===== config.mk =====
export PLATFORM = sky130hd
export DESIGN_NAME = spi_port
export DESIGN_NICKNAME = d
export VERILOG_FILES = /design/src/core/spi_port_pkg.sv /design/src/core/spi_shift_if.sv /design/src/core/spi_port.sv /design/src/core/spi_shifter.sv
export VERILOG_INCLUDE_DIRS = /design/src /design/src/core
export SDC_FILE = /design/constraint.sdc
export NUM_CORES = 1
export LEC_CHECK = 0
export BUFFER_PORTS_ARGS = -buffer_cell sky130_fd_sc_hd__buf_2
export CELL_PAD_IN_SITES_DETAIL_PLACEMENT = 0
export CELL_PAD_IN_SITES_GLOBAL_PLACEMENT = 2
export CORE_ASPECT_RATIO = 0.8
export CORE_UTILIZATION = 34
export DETAILED_ROUTE_END_ITERATION = 10
export PLACE_DENSITY = 0.82
export SLEW_MARGIN = 20
export SYNTH_ARGS = -nofsm -noshare
export SYNTH_HDL_FRONTEND = slang
export SYNTH_SLANG_ARGS = --single-unit

===== constraint.sdc =====
create_clock -name i_clk -period 2.4 [get_ports i_clk]
set_input_delay 0.48 -clock i_clk [delete_from_list [all_inputs] [get_ports i_clk]]
set_output_delay 0.48 -clock i_clk [all_outputs]
set_load 0.005 [all_outputs]

===== src/core/spi_port_cfg.svh =====
// Register offsets, field positions, reset values and timing counts of the serial port.
// Assumes a 40 MHz system clock and a 32-bit byte-addressed register bus.
`ifndef SPI_PORT_CFG_SVH
`define SPI_PORT_CFG_SVH

// ----------------------------------------------------------------------------
// Register byte offsets
// ----------------------------------------------------------------------------
`define SPI_OFS_CTRL 5'h00
`define SPI_OFS_CFG 5'h04
`define SPI_OFS_RATE 5'h08
`define SPI_OFS_DATA 5'h0C
`define SPI_OFS_MASK 5'h10

// ----------------------------------------------------------------------------
// Field positions
// ----------------------------------------------------------------------------
`define SPI_BIT_DONE 7
`define SPI_BIT_WRITE_COLLISION_FLAG 6
`define SPI_BIT_MODE_FAULT_FLAG 5
`define SPI_BIT_OVR 4
`define SPI_BIT_MULTI 3
`define SPI_BIT_BUSY 2
`define SPI_BIT_MASTER_ENABLE_BIT 1
`define SPI_BIT_PEN 0
`define SPI_BIT_CPHA 5
`define SPI_BIT_CPOL 4

// ----------------------------------------------------------------------------
// Reset values
// ----------------------------------------------------------------------------
`define SPI_RST_CTRL 8'h00
`define SPI_RST_CFG 8'h00
`define SPI_RST_RATE 8'h00
`define SPI_RST_MASK 4'h0
`define SPI_RST_BYTE 8'h00

// ----------------------------------------------------------------------------
// Timing
// ----------------------------------------------------------------------------
`define SPI_CLK_HZ 40000000
`define SPI_MAX_MASTER_HZ 12500000
// Least half period of the master clock, rounded up to whole system cycles.
`define SPI_MIN_HALF_CYC ((`SPI_CLK_HZ + 2 * `SPI_MAX_MASTER_HZ - 1) / (2 * `SPI_MAX_MASTER_HZ))

`endif


===== src/core/spi_port_pkg.sv =====
// Types shared by the serial port modules.
// Assumes nothing of its surroundings.
package spi_port_pkg;
  typedef enum logic [0:0] {
    XFER_IDLE = 1'b0,
    XFER_RUN = 1'b1
  } xfer_state_t;
endpackage


===== src/core/spi_shift_if.sv =====
// Carrier between the port controller and its bit shifter.
// Assumes both ends run on the same system clock.
`timescale 1ns/1ps
`default_nettype none
interface spi_shift_if;
  logic load;
  logic [7:0] load_byte;
  logic cpha;
  logic sample;
  logic shift;
  logic din;
  logic dout;
  logic [7:0] rx_byte;
  logic done;
  modport ctl (output load, load_byte, cpha, sample, shift, din, input dout, rx_byte, done);
  modport eng (input load, load_byte, cpha, sample, shift, din, output dout, rx_byte, done);
endinterface
`default_nettype wire


===== src/core/spi_port.sv =====
// Serial peripheral port with Avalon-MM registers, master and slave roles.
// Assumes pins arrive asynchronously and are synchronised here on i_clk.
//
// The address map and the Avalon-MM register port were chosen for this implementation.
`timescale 1ns/1ps
`default_nettype none
`include "spi_port_cfg.svh"

module spi_port #(
  parameter int RATE_W = 8
) (
  // Clock and reset
  input wire logic i_clk,
  input wire logic i_reset,
  // Avalon-MM slave
  input wire logic [4:0] i_avs_address,
  input wire logic i_avs_read,
  input wire logic i_avs_write,
  input wire logic [31:0] i_avs_writedata,
  output logic [31:0] o_avs_readdata,
  output logic o_avs_waitrequest,
  // Interrupt
  output logic o_irq,
  // Serial pins
  input wire logic i_sck,
  output logic o_sck,
  output logic o_sck_oe,
  input wire logic i_mosi,
  output logic o_mosi,
  output logic o_mosi_oe,
  input wire logic i_miso,
  output logic o_miso,
  output logic o_miso_oe,
  input wire logic i_nss
);
  generate
    if (RATE_W < 2 || RATE_W > 8) begin : g_bad_rate
      $error("RATE_W must lie between 2 and 8");
    end
  endgenerate

  localparam logic [RATE_W-1:0] MIN_HALF = RATE_W'(`SPI_MIN_HALF_CYC - 1);

  spi_shift_if sh ();

  spi_shifter u_shifter (
    .i_clk(i_clk),
    .i_reset(i_reset),
    .bus(sh.eng)
  );

  // --------------------------------------------------------------------------
  // Pin synchronisers
  // --------------------------------------------------------------------------
  logic [1:0] sck_q;
  logic [1:0] nss_q;
  logic [1:0] mosi_q;
  logic [1:0] miso_q;
  logic sck_prev;

  always_ff @(posedge i_clk) begin
    if (i_reset) begin
      sck_q <= 2'h0;
      nss_q <= 2'h3;
      mosi_q <= 2'h0;
      miso_q <= 2'h0;
      sck_prev <= 1'b0;
    end else begin
      sck_q <= {sck_q[0], i_sck};
      nss_q <= {nss_q[0], i_nss};
      mosi_q <= {mosi_q[0], i_mosi};
      miso_q <= {miso_q[0], i_miso};
      sck_prev <= sck_q[1];
    end
  end

  // --------------------------------------------------------------------------
  // Control state
  // --------------------------------------------------------------------------
  logic [3:0] flags, next_flags;
  logic multi, next_multi;
  logic master_enable_bit, next_master_enable_bit;
  logic pen, next_pen;
  logic cpha, next_cpha;
  logic cpol, next_cpol;
  logic [RATE_W-1:0] rate, next_rate;
  logic [3:0] mask, next_mask;
  logic [7:0] tx_buf, next_tx_buf;
  logic tx_full, next_tx_full;
  logic [7:0] rx_buf, next_rx_buf;
  logic rx_full, next_rx_full;
  spi_port_pkg::xfer_state_t state, next_state;
  logic [RATE_W-1:0] half_cnt, next_half_cnt;
  logic [3:0] edge_cnt, next_edge_cnt;
  logic sck_pin, next_sck_pin;
  logic ack, next_ack;
  logic [31:0] rdata, next_rdata;

  logic wr_go;
  logic rd_go;
  logic [RATE_W-1:0] half_lim;
  logic lead;
  logic trail;
  logic fault;
  logic [3:0] set_f;
  logic [3:0] clr_f;
  logic [7:0] ctrl_view;

  assign wr_go = i_avs_write & ack;
  assign rd_go = i_avs_read & ack;
  // The rate register is clamped so the master clock never beats its ceiling.
  assign half_lim = (rate < MIN_HALF) ? MIN_HALF : rate;
  assign fault = pen & master_enable_bit & multi & ~nss_q[1];
  assign ctrl_view = {flags, multi, (state == spi_port_pkg::XFER_RUN), master_enable_bit, pen};

  always_comb begin
    next_flags = flags;
    next_multi = multi;
    next_master_enable_bit = master_enable_bit;
    next_pen = pen;
    next_cpha = cpha;
    next_cpol = cpol;
    next_rate = rate;
    next_mask = mask;
    next_tx_buf = tx_buf;
    next_tx_full = tx_full;
    next_rx_buf = rx_buf;
    next_rx_full = rx_full;
    next_state = state;
    next_half_cnt = half_cnt;
    next_edge_cnt = edge_cnt;
    next_sck_pin = sck_pin;
    next_ack = 1'b0;
    next_rdata = rdata;
    set_f = 4'h0;
    clr_f = 4'h0;
    lead = 1'b0;
    trail = 1'b0;
    sh.load = 1'b0;
    sh.load_byte = tx_full ? tx_buf : `SPI_RST_BYTE;

    // Bus handshake: one wait cycle, read data latched in the first.
    if ((i_avs_read | i_avs_write) & ~ack) begin
      next_ack = 1'b1;
      unique case (i_avs_address)
        `SPI_OFS_CTRL: next_rdata = {24'h0, ctrl_view};
        `SPI_OFS_CFG: next_rdata = {26'h0, cpha, cpol, 4'h0};
        `SPI_OFS_RATE: next_rdata = {{(32 - RATE_W){1'b0}}, rate};
        `SPI_OFS_DATA: next_rdata = {24'h0, rx_buf};
        `SPI_OFS_MASK: next_rdata = {24'h0, mask, 4'h0};
        default: next_rdata = 32'h0;
      endcase
    end

    if (wr_go) begin
      unique case (i_avs_address)
        `SPI_OFS_CTRL: begin
          clr_f = i_avs_writedata[`SPI_BIT_DONE:`SPI_BIT_OVR];
          next_multi = i_avs_writedata[`SPI_BIT_MULTI];
          next_master_enable_bit = i_avs_writedata[`SPI_BIT_MASTER_ENABLE_BIT];
          next_pen = i_avs_writedata[`SPI_BIT_PEN];
        end
        `SPI_OFS_CFG: begin
          next_cpha = i_avs_writedata[`SPI_BIT_CPHA];
          next_cpol = i_avs_writedata[`SPI_BIT_CPOL];
        end
        `SPI_OFS_RATE: next_rate = i_avs_writedata[RATE_W-1:0];
        `SPI_OFS_DATA: begin
          if (tx_full) begin
            set_f[2] = 1'b1;
          end else begin
            next_tx_buf = i_avs_writedata[7:0];
            next_tx_full = 1'b1;
          end
        end
        `SPI_OFS_MASK: next_mask = i_avs_writedata[7:4];
        default: next_mask = mask;
      endcase
    end
    if (rd_go && i_avs_address == `SPI_OFS_DATA) begin
      next_rx_full = 1'b0;
    end

    // Edge finding: master from its own divider, slave from the synchronised pin.
    unique case (state)
      spi_port_pkg::XFER_IDLE: begin
        next_sck_pin = cpol;
        next_half_cnt = '0;
        next_edge_cnt = 4'h0;
        if (pen & master_enable_bit & tx_full & ~fault) begin
          sh.load = 1'b1;
          next_tx_full = 1'b0;
          next_state = spi_port_pkg::XFER_RUN;
        end else if (pen & ~master_enable_bit & ~nss_q[1] & (sck_q[1] == cpol)) begin
          sh.load = 1'b1;
          next_tx_full = 1'b0;
          next_state = spi_port_pkg::XFER_RUN;
        end
      end
      spi_port_pkg::XFER_RUN: begin
        if (master_enable_bit) begin
          // Rate register steers only the master divider.
          if (half_cnt == half_lim) begin
            next_half_cnt = '0;
            next_sck_pin = ~sck_pin;
            lead = (sck_pin == cpol);
            trail = ~lead;
            next_edge_cnt = edge_cnt + 4'h1;
            if (edge_cnt == 4'hF) begin
              next_state = spi_port_pkg::XFER_IDLE;
            end
          end else begin
            next_half_cnt = half_cnt + RATE_W'(1);
          end
        end else if (nss_q[1]) begin
          // Select released mid byte: the partial byte is dropped.
          next_state = spi_port_pkg::XFER_IDLE;
        end else if (sck_q[1] != sck_prev) begin
          lead = (sck_prev == cpol);
          trail = ~lead;
        end
        if (~pen) begin
          next_state = spi_port_pkg::XFER_IDLE;
        end
        if (sh.done & ~master_enable_bit) begin
          next_state = spi_port_pkg::XFER_IDLE;
        end
      end
    endcase

    sh.sample = cpha ? trail : lead;
    sh.shift = cpha ? lead : trail;

    if (sh.done) begin
      set_f[3] = 1'b1;
      if (~master_enable_bit & rx_full) begin
        set_f[0] = 1'b1;
      end else begin
        next_rx_buf = sh.rx_byte;
        next_rx_full = 1'b1;
      end
    end

    if (fault) begin
      set_f[1] = 1'b1;
      next_master_enable_bit = 1'b0;
      next_pen = 1'b0;
      next_state = spi_port_pkg::XFER_IDLE;
    end

    // A flag set in the same cycle as its clear stays set.
    next_flags = (flags & ~clr_f) | set_f;
  end

  always_ff @(posedge i_clk) begin
    if (i_reset) begin
      flags <= 4'(`SPI_RST_CTRL >> 4);
      multi <= 1'b0;
      master_enable_bit <= 1'b0;
      pen <= 1'b0;
      cpha <= 1'b0;
      cpol <= 1'b0;
      rate <= RATE_W'(`SPI_RST_RATE);
      mask <= `SPI_RST_MASK;
      tx_buf <= `SPI_RST_BYTE;
      tx_full <= 1'b0;
      rx_buf <= `SPI_RST_BYTE;
      rx_full <= 1'b0;
      state <= spi_port_pkg::XFER_IDLE;
      half_cnt <= '0;
      edge_cnt <= 4'h0;
      sck_pin <= 1'b0;
      ack <= 1'b0;
      rdata <= 32'h0;
    end else begin
      flags <= next_flags;
      multi <= next_multi;
      master_enable_bit <= next_master_enable_bit;
      pen <= next_pen;
      cpha <= next_cpha;
      cpol <= next_cpol;
      rate <= next_rate;
      mask <= next_mask;
      tx_buf <= next_tx_buf;
      tx_full <= next_tx_full;
      rx_buf <= next_rx_buf;
      rx_full <= next_rx_full;
      state <= next_state;
      half_cnt <= next_half_cnt;
      edge_cnt <= next_edge_cnt;
      sck_pin <= next_sck_pin;
      ack <= next_ack;
      rdata <= next_rdata;
    end
  end

  // --------------------------------------------------------------------------
  // Outputs
  // --------------------------------------------------------------------------
  // The master samples its input through the synchroniser, so the far end
  // must present data at least two system cycles before the sampling edge.
  assign sh.din = master_enable_bit ? miso_q[1] : mosi_q[1];
  assign sh.cpha = cpha;
  assign o_avs_readdata = rdata;
  assign o_avs_waitrequest = (i_avs_read | i_avs_write) & ~ack;
  assign o_irq = |(flags & mask);
  assign o_sck = sck_pin;
  assign o_sck_oe = pen & master_enable_bit;
  assign o_mosi = sh.dout;
  assign o_mosi_oe = pen & master_enable_bit;
  assign o_miso = sh.dout;
  assign o_miso_oe = pen & ~master_enable_bit & ~nss_q[1];
endmodule // spi_port
`default_nettype wire


===== src/core/spi_shifter.sv =====
// Eight-bit shift engine: shifts out on shift strobes, samples on sample strobes.
// Assumes the controller issues one-cycle strobes already ordered by clock phase.
`timescale 1ns/1ps
`default_nettype none
module spi_shifter (
  // Clock and reset
  input wire logic i_clk,
  input wire logic i_reset,
  // Controller side
  spi_shift_if.eng bus
);
  logic [7:0] tx;
  logic [7:0] next_tx;
  logic [7:0] rx;
  logic [7:0] next_rx;
  logic [2:0] cnt;
  logic [2:0] next_cnt;
  logic dout;
  logic next_dout;
  logic done;
  logic next_done;

  always_comb begin
    next_tx = tx;
    next_rx = rx;
    next_cnt = cnt;
    next_dout = dout;
    next_done = 1'b0;
    if (bus.load) begin
      next_cnt = 3'h0;
      next_tx = bus.load_byte;
      // With phase 0 the first bit must be on the line before the first edge.
      if (!bus.cpha) begin
        next_dout = bus.load_byte[7];
        next_tx = {bus.load_byte[6:0], 1'b0};
      end
    end else begin
      if (bus.shift) begin
        next_dout = tx[7];
        next_tx = {tx[6:0], 1'b0};
      end
      if (bus.sample) begin
        next_rx = {rx[6:0], bus.din};
        next_cnt = cnt + 3'h1;
        next_done = (cnt == 3'h7);
      end
    end
  end

  always_ff @(posedge i_clk) begin
    if (i_reset) begin
      tx <= `SPI_RST_BYTE;
      rx <= `SPI_RST_BYTE;
      cnt <= 3'h0;
      dout <= 1'b0;
      done <= 1'b0;
    end else begin
      tx <= next_tx;
      rx <= next_rx;
      cnt <= next_cnt;
      dout <= next_dout;
      done <= next_done;
    end
  end

  assign bus.dout = dout;
  assign bus.rx_byte = rx;
  assign bus.done = done;
endmodule // spi_shifter
`default_nettype wire


* Yosys cells after proc, flatten, opt, wreduce, memory -nomap -nowiden *
Index checks and enable logic that the tools add are counted.

storage, ports and cells
  register bits = 116
  output and inout bits = 40

cells by class
  $add $sub $neg = 3
  $lt $le $gt $ge = 1
  equality and inequality tests = 14
  multiplexer cells = 59
  bitwise operators = 30
  reductions and logical operators = 16

operator list
  cell                   number
  $mux W8                7
  $mux W1                43
  $pmux W8 S5            1
  $mux W4                4
  $pmux W8 S2            1
  $reduce_and A2 Y1      8
  $and A1 B1 Y1          13
  $not A1 Y1             12
  $eq A5 B4 Y1 const B   2
  $add A8 B1 Y8 const B  1
  $and A4 B4 Y4          2
  $eq A8 B8 Y1           1
  $lt A8 B1 Y1 const B   1
  $pmux W4 S2            1
  $eq A5 B3 Y1 const B   1
  $eq A5 B5 Y1 const B   1
  $logic_not A5 Y1       1
  $add A4 B1 Y4 const B  1
  $eq A4 B4 Y1 const B   1
  $ne A2 B2 Y1 const B   2
  $not A4 Y4             1
  $or A4 B4 Y4           1
  $pmux W1 S2            2
  $reduce_or A2 Y1       2
  11 further kinds       13

* Logic depth before layout (Yosys ltp) *
  depth after elaboration = 9
  mapped depth = 9
  mapped depth without buffers = 7

* By module *
Synthesis repeated with hierarchy kept, for this count alone.

second synthesis, totals
  cells, all modules = 501
  area total of the unflattened synthesis = 4,469.3 um^2

by module, submodules not included
  module       times used  cells each  area an instance (um^2)  sequential area each (um^2)
  spi_port     1           400         3,519.6                  1,421.4
  spi_shifter  1           101         949.7                    420.4

* Least setup slack after synthesis *
Ideal clock, no wire load.

  path kind = input -> register
  from = input port i_avs_address[4]
  to = register tx_buf[0]
  setup time = 128 ps
  arrival time = 1,972 ps
  path slack = 300 ps
  stages on the path = 9
  path buffers = 3
  cells stage by stage = clkbuf_1 > nor3_1 > and3_1 > buf_2 > and3_1 > nor2b_1 > buf_4 > mux2i_1 > nor2_1

between the ends
  longest elaborated chain between the ends = 2

RTL lines
  what                                RTL line         RTL
  from (decl)                         spi_port.sv:16   input wire logic [4:0] i_avs_address,
  $eq A5 B4 Y1                        spi_port.sv:156  unique case (i_avs_address)
  $reduce_and A3 Y1 (no source line)  -
  to (signal assigned)                spi_port.sv:265  tx_buf <= `SPI_RST_BYTE;
  to (signal assigned)                spi_port.sv:284  tx_buf <= next_tx_buf;
  to (decl)                           spi_port.sv:88   logic [7:0] tx_buf, next_tx_buf;

No other way between the ends.
A chain may end at the register's enable or synchronous reset.

* Final worst setup path *
  from = register rate[1]
  to = register u_shifter.tx[7]

between the ends
  longest elaborated chain between the ends = 8

RTL lines
  what                                     RTL line           RTL
  from (decl)                              spi_port.sv:86     logic [RATE_W-1:0] rate, next_rate;
  from (signal assigned)                   spi_port.sv:263    rate <= RATE_W'(`SPI_RST_RATE);
  from (signal assigned)                   spi_port.sv:282    rate <= next_rate;
  $lt A8 B1 Y1                             spi_port.sv:112    assign half_lim = (rate < MIN_HALF) ? MIN_HALF : rate;
  $mux W8 (*)                              spi_port.sv:112
  $eq A8 B8 Y1 (*)                         spi_port.sv:203    if (half_cnt == half_lim) begin
  $mux W1                                  spi_port.sv:203
  $mux W1                                  spi_port.sv:201    if (master_enable_bit) begin
  $mux W1                                  spi_port.sv:185    unique case (state)
  $mux W1 (*)                              spi_port.sv:232    sh.shift = cpha ? lead : trail;
  $reduce_bool A2 Y1 (no source line) (*)  -
  to (signal assigned)                     spi_shifter.sv:52  tx <= `SPI_RST_BYTE;
  to (signal assigned)                     spi_shifter.sv:58  tx <= next_tx;
  to (decl)                                spi_shifter.sv:12  logic [7:0] tx;

Every way passes the cells marked *; elsewhere a longest branch is shown, timed or not.

==> out/metrics.cfg <==
[global_route]
grt_antenna_before_repair=0
grt_pass1_vias=3175
global_route_wire_length_before_repair_um=16700
grt_util_all_layers_pct=16.1
globalRoute.totalOverflow=0
grt_max_degree=44

[floorplan]
start_util_pct=34.9
floorplan.die.width_um=130
die_area_um2=13700
ios=85
core_region_area_um2=12900
die_height_um=105
placementRows=37

[synth]
syn_area_per_cell_um2=9.12
synth.lib_cells_used.distinct=52
seq_area_frac_synth_pct=41.0
syn_inst=492
synth.ff_latch_count=92
synth_edf_count=0
synthFlopType=sky130_fd_sc_hd__dfxtp_1
synth-async-reset-ratio_pct=0
synth.yosys.warnings=0
mappedNetlistArea_um2=4490

[setup_path]
critPathMaxFanout=9
crit_path_capture_type=flop
library_cell_contributing_the_largest_single_delay_on_the_critical_path=sky130_fd_sc_hd__o32ai_4
cpPeakStageDelay_ps=480
setup.worst_path.class=flop to flop
arrival_ps=2520
worst_ep_required_time_ps=2630
critical_path.cell_chain=nor3_1 > a21oi_2 > xor2_2 > a31o_4 > o32ai_4 > mux2_2
worstSetupStartpointType=flop

[clocking]
cts_root_buffer=sky130_fd_sc_hd__clkbuf_16
ctsLongestPathBuffers=2
cts.clk_slew.worst_paths_ps=60
clkLatencyLatePin_ps=340
htree_levels=3
clock-sinks=92
postCtsSetupRepairBufs=0
clock_tree_from_tritoncts=built
tritoncts.num_buffers=9

[timing]
worst_slew_pin_slew_ps=714
timing.final.hold_violations=0
slew_headroom_pct=52.3
worst_clock_skew_ps=10.2
report.final.setup_viol=0
achievable-frequency_mhz=438
tcrit_tclk_final_pct=95.1
finalWorstPathRequiredPeriod_ps=2280
setup-tns-final_ps=0
timing_max_transition_violations_final=0

[route]
drt-pass1-iter-count=4
detailroute.via_count=3423
vias_per_cell=4.80
drc_errors=0
wirelength_routed_um=10300
route.antenna.remaining_nets=0
detail_route.iter0.violations=194
route.detailed.wl_per_inst_um=14.5

[power]
power.combinational.fraction_pct=3.6
power_switching_w=0.000680
internal_power_w=0.00238
netSwitchingFraction_pct=22.2
worst_ir_drop_vdd_mv=0.363
areal_power_density_over_the_cells_nw_per_um2=595
sequentialPowerShare_pct=50.4
reported_leakage_power_nw=2.02
clock_power_share_pct=46.0

[min_path]
hold_path_class=primary input to flop

[placed_design]
post-dp-hpwl_um=7720
number_of_placed_instances_with_taps_included=698
port_buffers=36
routabilityCongestion=0.785

[cells_and_area]
final-instance-count-excl-fill=713
layout.cells.most_common=sky130_fd_sc_hd__dfxtp_1
finish.net_count=583
layout-area-overhead-vs-synth_pct=14.6
highest_count_cells_in_the_layout_ignoring_fill_and_taps=92 x sky130_fd_sc_hd__dfxtp_1, 67 x sky130_fd_sc_hd__nor2_1, 47 x sky130_fd_sc_hd__mux2i_1
share_of_layout_cells_above_drive_strength_1_pct=20.3
antenna_cells_inserted=0

[job]
drv.max_cap_violation_count=0

[status]
status=finished clean

cells by family after synthesis:
| family | Yosys count | synth area share (%) |
|---|---|---|
| xor gates and xnor gates | 19 | 3.88 |
| and+or+nand+nor | 181 | 20.4 |
| other | 1 | 0.0836 |
| adders and majority gates | 4 | 1.12 |
| DFF | 92 | 41.0 |
| muxes | 68 | 15.8 |
| buffers and inverters | 60 | 7.69 |
| AOI/OAI and AO/OA | 67 | 9.95 |
stage by stage:
step	cell area, µm²	total power (W)	worst slack (ps)	hold slack [ps]	utilization [%]
2_1_floorplan	4570	0.00167	300	389	-
3_5_place_dp	4840	0.00169	108	396	37.6
3_3_place_gp	4840	0.00169	149	394	37.6
6_report	5140	0.00306	117	315	40.0
5_1_grt	5140	0.00316	-2.66	323	40.0
4_1_cts	5130	0.00310	91.2	306	39.9
metal layers:
layer | up-vias | wire [µm] | track usage, %
li1 | 1734 | - | -
met1 | 1615 | 5220 | 22.6
met2 | 63 | 4540 | 24.3
met3 | 11 | 456 | 3.69
met4 | 0 | 116 | 4.52
met5 | - | 0 | 0
what timing repair did:
| action | CTS | global route |
|---|---|---|
| gates resized for setup | 0 | 2 |
| hold buffers | 0 | 0 |
| endpoints found under the setup margin | 0 | 10 |
layout make-up:
type,count,area (µm²)
fill,1320,7730
multi-input combinational,363,2400
sequential,92,1840
timing repair buffer,61,368
clock buffer,10,229
tap,175,219
clock inverter,5,62.6
inverter,7,26.3
cell usage after synthesis (5+ instances only):
| cell | instances | area [µm²] |
|---|---|---|
| sky130_fd_sc_hd__dfxtp_1 | 92 | 1840 |
| sky130_fd_sc_hd__nor2_1 | 67 | 251 |
| sky130_fd_sc_hd__mux2i_1 | 47 | 470 |
| sky130_fd_sc_hd__a21oi_1 | 29 | 145 |
| sky130_fd_sc_hd__buf_4 | 28 | 210 |
| sky130_fd_sc_hd__nand2_1 | 28 | 105 |
| sky130_fd_sc_hd__mux2_2 | 20 | 225 |
| sky130_fd_sc_hd__nor2b_1 | 17 | 106 |
| sky130_fd_sc_hd__clkbuf_1 | 15 | 56.3 |
| sky130_fd_sc_hd__nand3_1 | 12 | 60.1 |
| sky130_fd_sc_hd__o21ai_0 | 12 | 60.1 |
| sky130_fd_sc_hd__xor2_1 | 11 | 96.3 |
| sky130_fd_sc_hd__a22oi_1 | 9 | 67.6 |
| sky130_fd_sc_hd__nand4_1 | 9 | 56.3 |
| sky130_fd_sc_hd__and3_1 | 8 | 50.1 |
| sky130_fd_sc_hd__nand2b_1 | 8 | 50.1 |
| sky130_fd_sc_hd__inv_1 | 7 | 26.3 |
| sky130_fd_sc_hd__xnor2_1 | 7 | 61.3 |
| sky130_fd_sc_hd__and2_1 | 6 | 37.5 |
| sky130_fd_sc_hd__nor3_1 | 6 | 30.0 |
| sky130_fd_sc_hd__buf_2 | 5 | 25.0 |
critical path, delay by kind of cell (launching register included):
family,cells,cell delay (ps)
XOR/XNOR,1,220
flip-flops,1,370
AND/OR/NAND/NOR,1,280
multiplexers,1,390
AO/OA/AOI/OAI,3,910
flip-flops by register name (all words and copies together), names as in the netlist, 2 cells and up:
register,count
miso_q,2
u_shifter.cnt,3
u_shifter.tx,8
half_cnt,8
rate,8
mask,4
rx_buf,8
u_shifter.bus.rx_byte,8
mosi_q,2
sck_q,2
nss_q,2
tx_buf,8
o_avs_readdata,8
edge_cnt,4
flags,4
power groups by stage:
stage | sequential (W) | combinational [W] | clock (W)
2_1_floorplan | 0.00157 | 0.0000926 | 0
3_3_place_gp | 0.00158 | 0.000111 | 0
3_5_place_dp | 0.00158 | 0.000112 | 0
4_1_cts | 0.00154 | 0.000112 | 0.00144
5_1_grt | 0.00154 | 0.000126 | 0.00150
6_report | 0.00154 | 0.000112 | 0.00141
path summary, 6_finish.rpt:
path | slack [ps] | end | start | cells past startpoint
setup / recovery | 120 | u_shifter.tx[7]$_SDFFE_PP0P_ | rate[1]$_SDFFE_PP0P_ | 6
setup reg to reg | 120 | u_shifter.tx[7]$_SDFFE_PP0P_ | rate[1]$_SDFFE_PP0P_ | 6
hold / removal | 310 | nss_q[0]$_SDFF_PP1_ | i_nss | 2
hold reg to reg | 410 | nss_q[1]$_SDFF_PP1_ | nss_q[0]$_SDFF_PP1_ | 1
Power figures use the tool's default switching activity.
